## config.mk

```make
export PLATFORM = sky130hd
export DESIGN_NAME = reset_source_controller
export DESIGN_NICKNAME = d
export VERILOG_FILES = /design/src/rsc_pkg.sv /design/src/clock_loss_detector.sv /design/src/reset_source_controller.sv
export VERILOG_INCLUDE_DIRS = /design/src
export SDC_FILE = /design/constraint.sdc
export NUM_CORES = 1
export LEC_CHECK = 0
export ABC_AREA = 0
export BUFFER_PORTS_ARGS = -buffer_cell sky130_fd_sc_hd__buf_4
export CORE_MARGIN = 1.5
export CORE_UTILIZATION = 54
export CTS_CLUSTER_SIZE = 8
export DETAILED_ROUTE_END_ITERATION = 12
export GPL_ROUTABILITY_DRIVEN = 0
export PLACE_DENSITY_LB_ADDON = 0.1
export SYNTH_ARGS = -nofsm -noshare
export SYNTH_HDL_FRONTEND = slang
export SYNTH_SLANG_ARGS = --single-unit
export TNS_END_PERCENT = 1
```

## constraint.sdc

```tcl
create_clock -name clk_sys -period 4.78 [get_ports clk_sys]
set_clock_uncertainty 0.15 [all_clocks]
set_input_delay 0.478 -clock clk_sys [delete_from_list [all_inputs] [get_ports clk_sys]]
set_output_delay 0.478 -clock clk_sys [all_outputs]
set_load 0.05 [all_outputs]
```

## src/rsc_defs.svh

```systemverilog
// Constants of the reset source controller: register map, bit positions, timing.
`ifndef RSC_DEFS_SVH
`define RSC_DEFS_SVH

`define IDX_CAUSE 8'hEF
`define IDX_SUPPLY 8'hFF
`define ADDR_CAUSE ({2'h0, `IDX_CAUSE, 2'h0})
`define ADDR_SUPPLY ({2'h0, `IDX_SUPPLY, 2'h0})

`define B_PIN 0
`define B_POR 1
`define B_CLK 2
`define B_WDT 3
`define B_SW 4
`define B_CMP 5
`define B_FLASH 6
`define B_MON_ON 7
`define B_SUPPLY_OK 6

`define CLK_PERIOD_NS 10
`define RST_STRETCH_NS 1000
`define RST_STRETCH_CYC ((`RST_STRETCH_NS + `CLK_PERIOD_NS - 1) / `CLK_PERIOD_NS)
`define CLK_LOSS_CYC 100
`define WDT_DIV 12
`define WDT_DIV_LAST 4'hB
`define PORT_RST_VAL 8'hFF
`define PC_RST_VAL 16'h0000
`define CNT_MAX 65535

`endif

```

## src/rsc_pkg.sv

```systemverilog
// Types shared by the reset source controller and its clock-loss detector.
package rsc_pkg;

    typedef enum logic {ST_HOLD, ST_RUN} rst_state_t;

    typedef enum logic [1:0] {SEL_NONE, SEL_CAUSE, SEL_SUPPLY} reg_sel_t;

    typedef struct packed {
        rst_state_t st;
        logic [15:0] cnt;
        logic [7:0] pend;
        logic [7:0] flags;
        logic en_supply;
        logic en_clk;
        logic en_cmp;
        logic mon_on;
        logic drive_pin;
        logic [3:0] div;
        logic tick;
        logic pc_clear;
        logic dph_wr;
        reg_sel_t dph_sel;
        logic [7:0] rdata;
    } rsc_state_t;

    typedef struct packed {
        logic last;
        logic [15:0] cnt;
        logic loss;
    } cld_state_t;

endpackage : rsc_pkg

```

## src/clock_loss_detector.sv

```systemverilog
// Level flag, held until the clock toggles or enable is cleared, for a monitored clock stuck high or low past a timeout.
`timescale 1ns/100ps
`include "rsc_defs.svh"

module clock_loss_detector #(
    parameter int unsigned TIMEOUT = `CLK_LOSS_CYC
) (
    input wire logic clk_sys,
    input wire logic rst_n,
    input wire logic enable,
    input wire logic monitored_clk,
    output logic clock_lost
);
    import rsc_pkg::*;

    cld_state_t s_r;
    cld_state_t s_nxt;

    generate
        if (TIMEOUT < 2 || TIMEOUT > `CNT_MAX)
        begin : g_bad_timeout
            $error("clock_loss_detector: TIMEOUT out of range");
        end
    endgenerate

    always_comb
    begin
        s_nxt = s_r;
        s_nxt.last = monitored_clk;
        if (!enable)
        begin
            s_nxt.cnt = 16'h0000;
            s_nxt.loss = 1'b0;
        end
        else if (monitored_clk != s_r.last)
        begin
            s_nxt.cnt = 16'h0000;
            s_nxt.loss = 1'b0;
        end
        else if (s_r.cnt != 16'(TIMEOUT))
        begin
            s_nxt.cnt = s_r.cnt + 16'h0001;
        end
        else
        begin
            s_nxt.loss = 1'b1;
        end
    end

    always_ff @(posedge clk_sys or negedge rst_n)
    begin
        if (!rst_n)
        begin
            s_r <= '0;
        end
        else
        begin
            s_r <= s_nxt;
        end
    end

    assign clock_lost = s_r.loss;

endmodule : clock_loss_detector

```

## src/reset_source_controller.sv

```systemverilog
// Reset source controller: merges reset causes, records them, AHB-Lite registers.
`timescale 1ns/100ps
`include "rsc_defs.svh"

module reset_source_controller #(
    parameter int unsigned STRETCH_CYC = `RST_STRETCH_CYC,
    parameter int unsigned CLK_LOSS_CYC = `CLK_LOSS_CYC
) (
    input wire logic clk_sys,
    input wire logic rst_n,
    input wire logic hsel,
    input wire logic [11:0] haddr,
    input wire logic [1:0] htrans,
    input wire logic hwrite,
    input wire logic [2:0] hsize,
    input wire logic [31:0] hwdata,
    input wire logic hready,
    output logic hreadyout,
    output logic hresp,
    output logic [31:0] hrdata,
    input wire logic rst_pin_i,
    output logic rst_pin_o,
    output logic rst_pin_oe,
    input wire logic supply_above_threshold,
    input wire logic comparator_out_n,
    input wire logic watchdog_overflow,
    input wire logic flash_fault,
    input wire logic monitored_clk,
    output logic sys_rst_n,
    output logic cpu_halt,
    output logic sfr_init,
    output logic ram_write_block,
    output logic [7:0] port_latch_val,
    output logic port_latch_load,
    output logic port_open_drain,
    output logic weak_pullup_en,
    output logic irq_timer_disable,
    output logic pc_load,
    output logic [15:0] pc_value,
    output logic sysclk_internal_sel,
    output logic wdt_enable,
    output logic wdt_tick,
    output rsc_pkg::rst_state_t reset_phase
);
    import rsc_pkg::*;

    rsc_state_t s_r;
    rsc_state_t s_nxt;
    logic clock_lost;
    logic [7:0] src;
    logic wr_cause;
    logic wr_supply;
    logic addr_phase;
    logic hit_cause;
    logic hit_supply;
    logic [7:0] cause_word;
    logic [7:0] supply_word;
    logic [7:0] pend_acc;

    generate
        if (STRETCH_CYC < 1 || STRETCH_CYC > `CNT_MAX)
        begin : g_bad_stretch
            $error("reset_source_controller: STRETCH_CYC out of range");
        end
        // The tick compare value and the divide ratio must agree
        if (`WDT_DIV_LAST != `WDT_DIV - 1)
        begin : g_bad_wdt_div
            $error("reset_source_controller: watchdog divider constants disagree");
        end
    endgenerate

    // Detector is idle while its enable bit is clear
    clock_loss_detector #(
        .TIMEOUT(CLK_LOSS_CYC)
    ) u_clock_loss (
        .clk_sys(clk_sys),
        .rst_n(rst_n),
        .enable(s_r.en_clk),
        .monitored_clk(monitored_clk),
        .clock_lost(clock_lost)
    );

    assign addr_phase = hsel && hready && htrans[1];
    assign wr_cause = s_r.dph_wr && (s_r.dph_sel == SEL_CAUSE);
    assign wr_supply = s_r.dph_wr && (s_r.dph_sel == SEL_SUPPLY);

    // Address decode; unmapped addresses hit neither register
    always_comb
    begin
        hit_cause = 1'b0;
        hit_supply = 1'b0;
        if (haddr == `ADDR_CAUSE)
        begin
            hit_cause = 1'b1;
        end
        else if (haddr == `ADDR_SUPPLY)
        begin
            hit_supply = 1'b1;
        end
        else
        begin
            hit_cause = 1'b0;
        end
    end

    // Read words are built field by field so unused bits read zero
    always_comb
    begin
        cause_word = 8'h00;
        cause_word[`B_PIN] = s_r.flags[`B_PIN];
        cause_word[`B_POR] = s_r.flags[`B_POR];
        cause_word[`B_CLK] = s_r.flags[`B_CLK];
        cause_word[`B_WDT] = s_r.flags[`B_WDT];
        cause_word[`B_SW] = s_r.flags[`B_SW];
        cause_word[`B_CMP] = s_r.flags[`B_CMP];
        cause_word[`B_FLASH] = s_r.flags[`B_FLASH];
        supply_word = 8'h00;
        supply_word[`B_MON_ON] = s_r.mon_on;
        // Live monitor output, not a stored copy, so software sees dips
        supply_word[`B_SUPPLY_OK] = supply_above_threshold;
    end

    // Every cause bit accumulates alike while the hold lasts
    generate
        for (genvar i = 0; i < $bits(pend_acc); i++)
        begin : g_pend
            assign pend_acc[i] = s_r.pend[i] || src[i];
        end
    endgenerate

    // Reset sources; our own pin drive is masked so it cannot retrigger itself
    always_comb
    begin
        src = 8'h00;
        src[`B_PIN] = !rst_pin_i && !s_r.drive_pin;
        src[`B_POR] = s_r.mon_on && s_r.en_supply
            && !supply_above_threshold;
        src[`B_CLK] = clock_lost;
        src[`B_WDT] = watchdog_overflow;
        src[`B_SW] = wr_cause && hwdata[`B_SW];
        src[`B_CMP] = s_r.en_cmp && !comparator_out_n;
        src[`B_FLASH] = flash_fault;
    end

    always_comb
    begin
        s_nxt = s_r;
        s_nxt.pc_clear = 1'b0;
        s_nxt.tick = 1'b0;

        // Address phase of the bus; read data is captured here so it
        // comes out of a flop during the data phase
        s_nxt.dph_wr = 1'b0;
        s_nxt.dph_sel = SEL_NONE;
        if (addr_phase)
        begin
            s_nxt.dph_wr = hwrite;
            if (hit_cause)
            begin
                s_nxt.dph_sel = SEL_CAUSE;
            end
            else if (hit_supply)
            begin
                s_nxt.dph_sel = SEL_SUPPLY;
            end
            else
            begin
                s_nxt.dph_sel = SEL_NONE;
            end
            if (!hwrite)
            begin
                if (hit_cause)
                begin
                    s_nxt.rdata = cause_word;
                end
                else if (hit_supply)
                begin
                    s_nxt.rdata = supply_word;
                end
                else
                begin
                    s_nxt.rdata = 8'h00;
                end
            end
        end

        // Data phase writes; each enable takes its own bit of the written value
        if (wr_supply)
        begin
            s_nxt.mon_on = hwdata[`B_MON_ON];
        end
        if (wr_cause)
        begin
            s_nxt.en_supply = hwdata[`B_POR];
            s_nxt.en_clk = hwdata[`B_CLK];
            s_nxt.en_cmp = hwdata[`B_CMP];
        end

        case (s_r.st)
            ST_RUN:
            begin
                if (s_r.div == `WDT_DIV_LAST)
                begin
                    s_nxt.div = 4'h0;
                    s_nxt.tick = 1'b1;
                end
                else
                begin
                    s_nxt.div = s_r.div + 4'h1;
                end
                if (src != 8'h00)
                begin
                    s_nxt.st = ST_HOLD;
                    s_nxt.pend = src;
                    s_nxt.cnt = 16'(STRETCH_CYC - 1);
                    // Power-fail style causes own the pin for the whole hold
                    s_nxt.drive_pin = src[`B_POR];
                    // Detector and comparator enables are ordinary
                    // register state and return to their reset value;
                    // monitor enable and selection survive
                    s_nxt.en_clk = 1'b0;
                    s_nxt.en_cmp = 1'b0;
                    s_nxt.div = 4'h0;
                end
            end
            ST_HOLD:
            begin
                s_nxt.div = 4'h0;
                s_nxt.pend = pend_acc;
                if (src[`B_POR])
                begin
                    s_nxt.drive_pin = 1'b1;
                end
                if (src != 8'h00)
                begin
                    s_nxt.cnt = 16'(STRETCH_CYC - 1);
                end
                else if (s_r.cnt != 16'h0000)
                begin
                    s_nxt.cnt = s_r.cnt - 16'h0001;
                end
                else
                begin
                    // Release on a clock edge, with the causes latched
                    s_nxt.st = ST_RUN;
                    s_nxt.flags = s_r.pend;
                    s_nxt.drive_pin = 1'b0;
                    s_nxt.pc_clear = 1'b1;
                end
            end
            default:
            begin
                s_nxt.st = ST_HOLD;
            end
        endcase
    end

    // Power-on is the async reset: hold state with the power flag pending,
    // the monitor switched on and selected, and the pin driven low
    always_ff @(posedge clk_sys or negedge rst_n)
    begin
        if (!rst_n)
        begin
            s_r <= '0;
            s_r.st <= ST_HOLD;
            s_r.cnt <= 16'(STRETCH_CYC - 1);
            s_r.pend[`B_POR] <= 1'b1;
            s_r.mon_on <= 1'b1;
            s_r.en_supply <= 1'b1;
            s_r.drive_pin <= 1'b1;
        end
        else
        begin
            s_r <= s_nxt;
        end
    end

    // Bus answers with zero wait states and OKAY
    assign hreadyout = 1'b1;
    assign hresp = 1'b0;
    assign hrdata = {24'h000000, s_r.rdata};

    // Open-drain: only ever pulls low
    assign rst_pin_o = 1'b0;
    assign rst_pin_oe = s_r.drive_pin;

    assign sys_rst_n = (s_r.st == ST_RUN);
    assign cpu_halt = (s_r.st == ST_HOLD);
    assign sfr_init = (s_r.st == ST_HOLD);
    assign irq_timer_disable = (s_r.st == ST_HOLD);
    // Data memory keeps its contents; only writes are blocked in reset
    assign ram_write_block = (s_r.st == ST_HOLD);
    assign port_latch_val = `PORT_RST_VAL;
    assign port_latch_load = (s_r.st == ST_HOLD);
    assign port_open_drain = (s_r.st == ST_HOLD);
    assign weak_pullup_en = 1'b1;
    assign pc_load = s_r.pc_clear;
    assign pc_value = `PC_RST_VAL;
    assign sysclk_internal_sel = (s_r.st == ST_HOLD) || s_r.pc_clear;
    assign wdt_enable = (s_r.st == ST_RUN);
    assign wdt_tick = s_r.tick;
    assign reset_phase = s_r.st;

endmodule : reset_source_controller

```

Word level (Yosys, flattened, before mapping):

Cells that the tools add are included.

* register bits after elaboration: 71
* input port bits: 60
* output and inout port bits: 73
* logic and storage cells: 93

* $add $sub $neg: 3
* equality and inequality tests: 11
* multiplexer cells: 31
* bitwise logic cells: 4
* reduce and logical (&&, ||, !) cells: 26

Operators with widths (count)
* $pmux 25 s2: 1
* $mux 16: 3
* $mux 17: 2
* $mux 25: 1
* $eq 12x10->1 const B: 2
* $mux 8: 3
* $add 16x1->16 const B: 1
* $ne 16x7->1 const B: 1
* $reduce_bool 16->1: 1
* $sub 16x1->16 const B: 1
* $mux 1: 12
* $mux 11: 1
* $mux 2: 5
* $pmux 5 s2: 1
* $logic_and 1x1->1: 9
* $logic_or 1x1->1: 8
* $reduce_bool 8->1: 1
* $ne 3x1->1 const B: 2
* $mux 5: 1
* $add 4x1->4 const B: 1
* $eq 4x4->1 const B: 1
* $logic_not 1->1: 4
* $mux 4: 1
* $not 1->1: 4
* 7 further kinds: 8

Logic depth before layout (Yosys ltp):

* depth in word-level cells: 7
* mapped depth: 8
* gate-level depth less buffers: 7

By module:

Synthesis repeated with hierarchy kept, for this count alone.

* cells, all modules: 386
* area, all modules: 3917.5 sq um

Modules (own cells, without submodules)
* reset_source_controller: times used 1, cells an instance 292, area an instance 2991.6 sq um, seq. area each 1336.3 sq um
* clock_loss_detector: times used 1, cells an instance 94, area an instance 925.9 sq um, seq. area each 450.4 sq um

Worst setup path before layout:

No wires, ideal clock.

* path kind: flip-flop to flip-flop
* from: register s_r (netlist bit rst_pin_oe)
* to: register s_r (netlist bit cause_word[0])
* setup time: 0.125 ns
* arrival time: 2.241 ns
* data required time: 4.505 ns
* setup slack: 2.264 ns
* stages on the path, launching flop included: 8
* path buffers: 2
* clock period less this slack: 2.516 ns
* path through: dfstp_2 or2_2 nand3_1 or3_1 buf_2 or3_1 buf_6 mux2_4

* cells in the longest elaborated chain, start to end: 5

Ends and longest elaborated chain
* start: declaration: RTL line reset_source_controller.sv:47 `rsc_state_t s_r;`
* start signal: assignment: RTL line reset_source_controller.sv:274 `s_r <= s_nxt;`
* $logic_not 1->1: RTL line reset_source_controller.sv:135 `` src[`B_PIN] = !rst_pin_i && !s_r.drive_pin; ``
* $logic_and 1x1->1: RTL line reset_source_controller.sv:135
* $reduce_bool 8->1: RTL line reset_source_controller.sv:234 `if (src != 8'h00)`
* $not 1->1 (no line)
* $reduce_and 3->1 (no line)

Every way passes these cells.
A chain may end at the register's enable or synchronous reset.

Worst setup path after layout:

* from: register s_r (netlist bit rst_pin_oe)
* to: register s_r (netlist bit cause_word[5])

Same word-level chain as after synthesis.

==> flow_summary.json <==
{
  "grt_pass1_wl_um": 11200,
  "layout_commonest_cell": "dfrtp_1",
  "die_h_um": 86.6,
  "crit_family": "simple AND/OR/NAND/NOR gates",
  "crit_start": "rst_pin_oe$_DFFE_PN1P_",
  "cp_slowest_cell": "or3_1",
  "seqPwrFrac_pct": 45.7,
  "setup_viol": 0,
  "n_antenna_cell": 0,
  "syn_area_mm2": 0.00377,
  "cts_tree": "done",
  "required_ns": 4.86,
  "synth_seq_cells": 71,
  "status": "completed",
  "start_kind": "flip-flop",
  "worstReg2RegStart": "rst_pin_oe$_DFFE_PN1P_",
  "cts_buffers": 9,
  "die_x_um": 86.6,
  "vias": 2486,
  "cpMostUsedCell": "or3_1",
  "rr_endpoint": "cause_word[5]$_DFFE_PN0P_",
  "clockBufferDepth": 2,
  "synth_edf_count": 0,
  "powerDensity_mw_per_mm2": 323,
  "antenna_found_initial": 0,
  "grt_pass1_vias": 2355,
  "p_sw_w": 0.000357,
  "fin_crit_sh_pct": 57.4,
  "cp_num_buf_inv": 0,
  "dp_slack_ns": 1.88,
  "endpoint_kind": "flip-flop",
  "intPower_w": 0.000979,
  "drtPass1Iterations": 4,
  "final_layout_size_suffix_gt1_share_pct": 20.8,
  "synthFlopType": "dfrtp_1",
  "period_needed_ns": 2.74,
  "viasPerCell": 4.99,
  "critPathArrivalTime_ns": 2.83,
  "slew_headroom_pct": 41.4,
  "drtIter0Drc": 64,
  "drt-total-wl_um": 6480,
  "switching_share_pct": 26.7,
  "yosys_warnings": 0,
  "yosysSeqAreaShare_pct": 47.4,
  "path_class": "flip-flop to flip-flop",
  "synth_cell_types": 43,
  "tightest_slew_ns": 0.879,
  "rows": 30,
  "critPathMaxFanout": 18,
  "fin_hold_ws_ns": 0.0926,
  "p_leak_nw": 1.94,
  "postSynthCellCount": 376,
  "hold_viol_final": 0,
  "io_buffers": 49,
  "ys_async_sr_fraction_pct": 100,
  "grt_start_max_net_pins": 72,
  "r2r_slack_ns": 2.04,
  "total_power_w": 0.00134,
  "maxCapViolations": 0,
  "area_delta_synth_final_pct": 9.79,
  "crit_end": "cause_word[5]$_DFFE_PN0P_",
  "maxSlewViolCount": 0,
  "fmax_ghz": 0.364,
  "ant_nets": 0,
  "initial_core_util_pct": 55.8,
  "insertion_delay_ns": 0.35,
  "irDropWorstVdd_mv": 0.157,
  "overflow": 0,
  "grt_use_total_pct": 19.2,
  "cts_root_buf": "clkbuf_8",
  "avgRoutedWirePerCell_um": 13.0,
  "hold_path_class": "input port to async pin",
  "cts_setup_buffers": 0,
  "drc": 0,
  "crit_chain": "or2_2 > nand3_1 > or3_1 > or3_1 > mux2_4",
  "postCtsHoldBufs": 0,
  "power.share.clock_pct": 43.6,
  "path_depth": 5,
  "final_cell_mix": "dfrtp_1 (63), conb_1 (52), buf_4 (50)",
  "cts.htree.levels": 3,
  "die_area_mm2": 0.00749,
  "combPwrFrac_pct": 10.7,
  "grt_setup_unrepaired": "no",
  "syn_area_per_cell_um2": 10.0,
  "slowest_delay_ns": 0.68,
  "clk_pin_slew_ns": 0.07,
  "cts_sinks": 71,
  "final_nets": 477,
  "tns_ns": 0,
  "coreArea_mm2": 0.00676,
  "ios": 133,
  "dpl.hpwl_um": 4580,
  "timing.final.ws_setup_ns": 2.04,
  "ff2ff_path_depth": 5,
  "cts_resized": 0,
  "utilization_pct": 61.3
}
==> area by class of cell <==
| class | instances | area [um^2] |
|---|---|---|
| well taps | 80 | 100 |
| fillers | 582 | 2620 |
| clock inverters | 7 | 120 |
| multi-input cells | 270 | 1590 |
| flip-flops and latches | 71 | 1790 |
| clock buffers | 9 | 124 |
| repair buffers | 50 | 375 |
| inverters | 11 | 41.3 |
==> worst min path at each step <==
stage               slack (ns)              start                             end
floorplan                 0.03              rst_n       cause_word[0]$_DFFE_PN0P_
global placement          0.30  s_r[13]$_DFF_PN0_               s_r[13]$_DFF_PN0_
detailed placement        0.31  s_r[13]$_DFF_PN0_               s_r[13]$_DFF_PN0_
CTS                       0.08      monitored_clk  u_clock_loss.s_r[17]$_DFF_PN0_
global route              0.07      monitored_clk  u_clock_loss.s_r[17]$_DFF_PN0_
finish                    0.09              rst_n               s_r[10]$_DFF_PN0_
==> registers in the layout, summed over array words and instances (netlist names), 7 cells and up <==
| signal | count |
|---|---|
| cause_word | 7 |
| s_r | 34 |
| hrdata | 8 |
| u_clock_loss.s_r | 17 |
==> cell families after synthesis <==
group | Yosys count | share of synthesized area, %
fa+ha+maj | 4 | 1.33
other cells | 2 | 0.199
simple gates | 138 | 18.7
mux | 16 | 5.24
flops | 71 | 47.4
compound gates | 35 | 5.97
buf+inv | 85 | 15.4
xor+xnor | 25 | 5.81
==> power by group through the flow <==
stage | clock network [W] | registers [W] | logic (W)
after floorplan | 0 | 0.000621 | 0.000141
after global placement | 0 | 0.000622 | 0.000143
after detailed placement | 0 | 0.000622 | 0.000143
after CTS | 0.000597 | 0.000610 | 0.000143
after global routing | 0.000620 | 0.000611 | 0.000153
final | 0.000583 | 0.000610 | 0.000142
==> synth_stat cells (7+ instances only) <==
cell	instances	share of area, %
nor3_1	16	2.1
nor2_1	42	4.2
xnor2_1	20	4.6
nand2_1	25	2.5
nand3_1	11	1.5
dfstp_2	8	5.6
dfrtp_1	63	42
a21oi_1	11	1.5
buf_4	67	13
inv_1	11	1.1
o21ai_0	7	0.93
mux2i_1	7	1.9
mux2_4	7	2.8
==> layer usage <==
metal  wire, um  share of wire [%]  up-vias  GRT usage (%)
met5          0                  0        -              0
met4         59               0.91        0           7.77
met3        291                4.5        6           5.33
met2       3080                 48       66           29.3
met1       3050                 47     1188           26.1
li1           -                  -     1226              -
==> stage by stage <==
stage          instance area [um^2]  cells
2_1_floorplan                  3960    426
3_3_place_gp                   3900    482
3_5_place_dp                   3900    482
4_1_cts                        4140    498
5_1_grt                        4140    498
6_report                       4140    498
No activity file was read; power rests on OpenSTA's default activity.
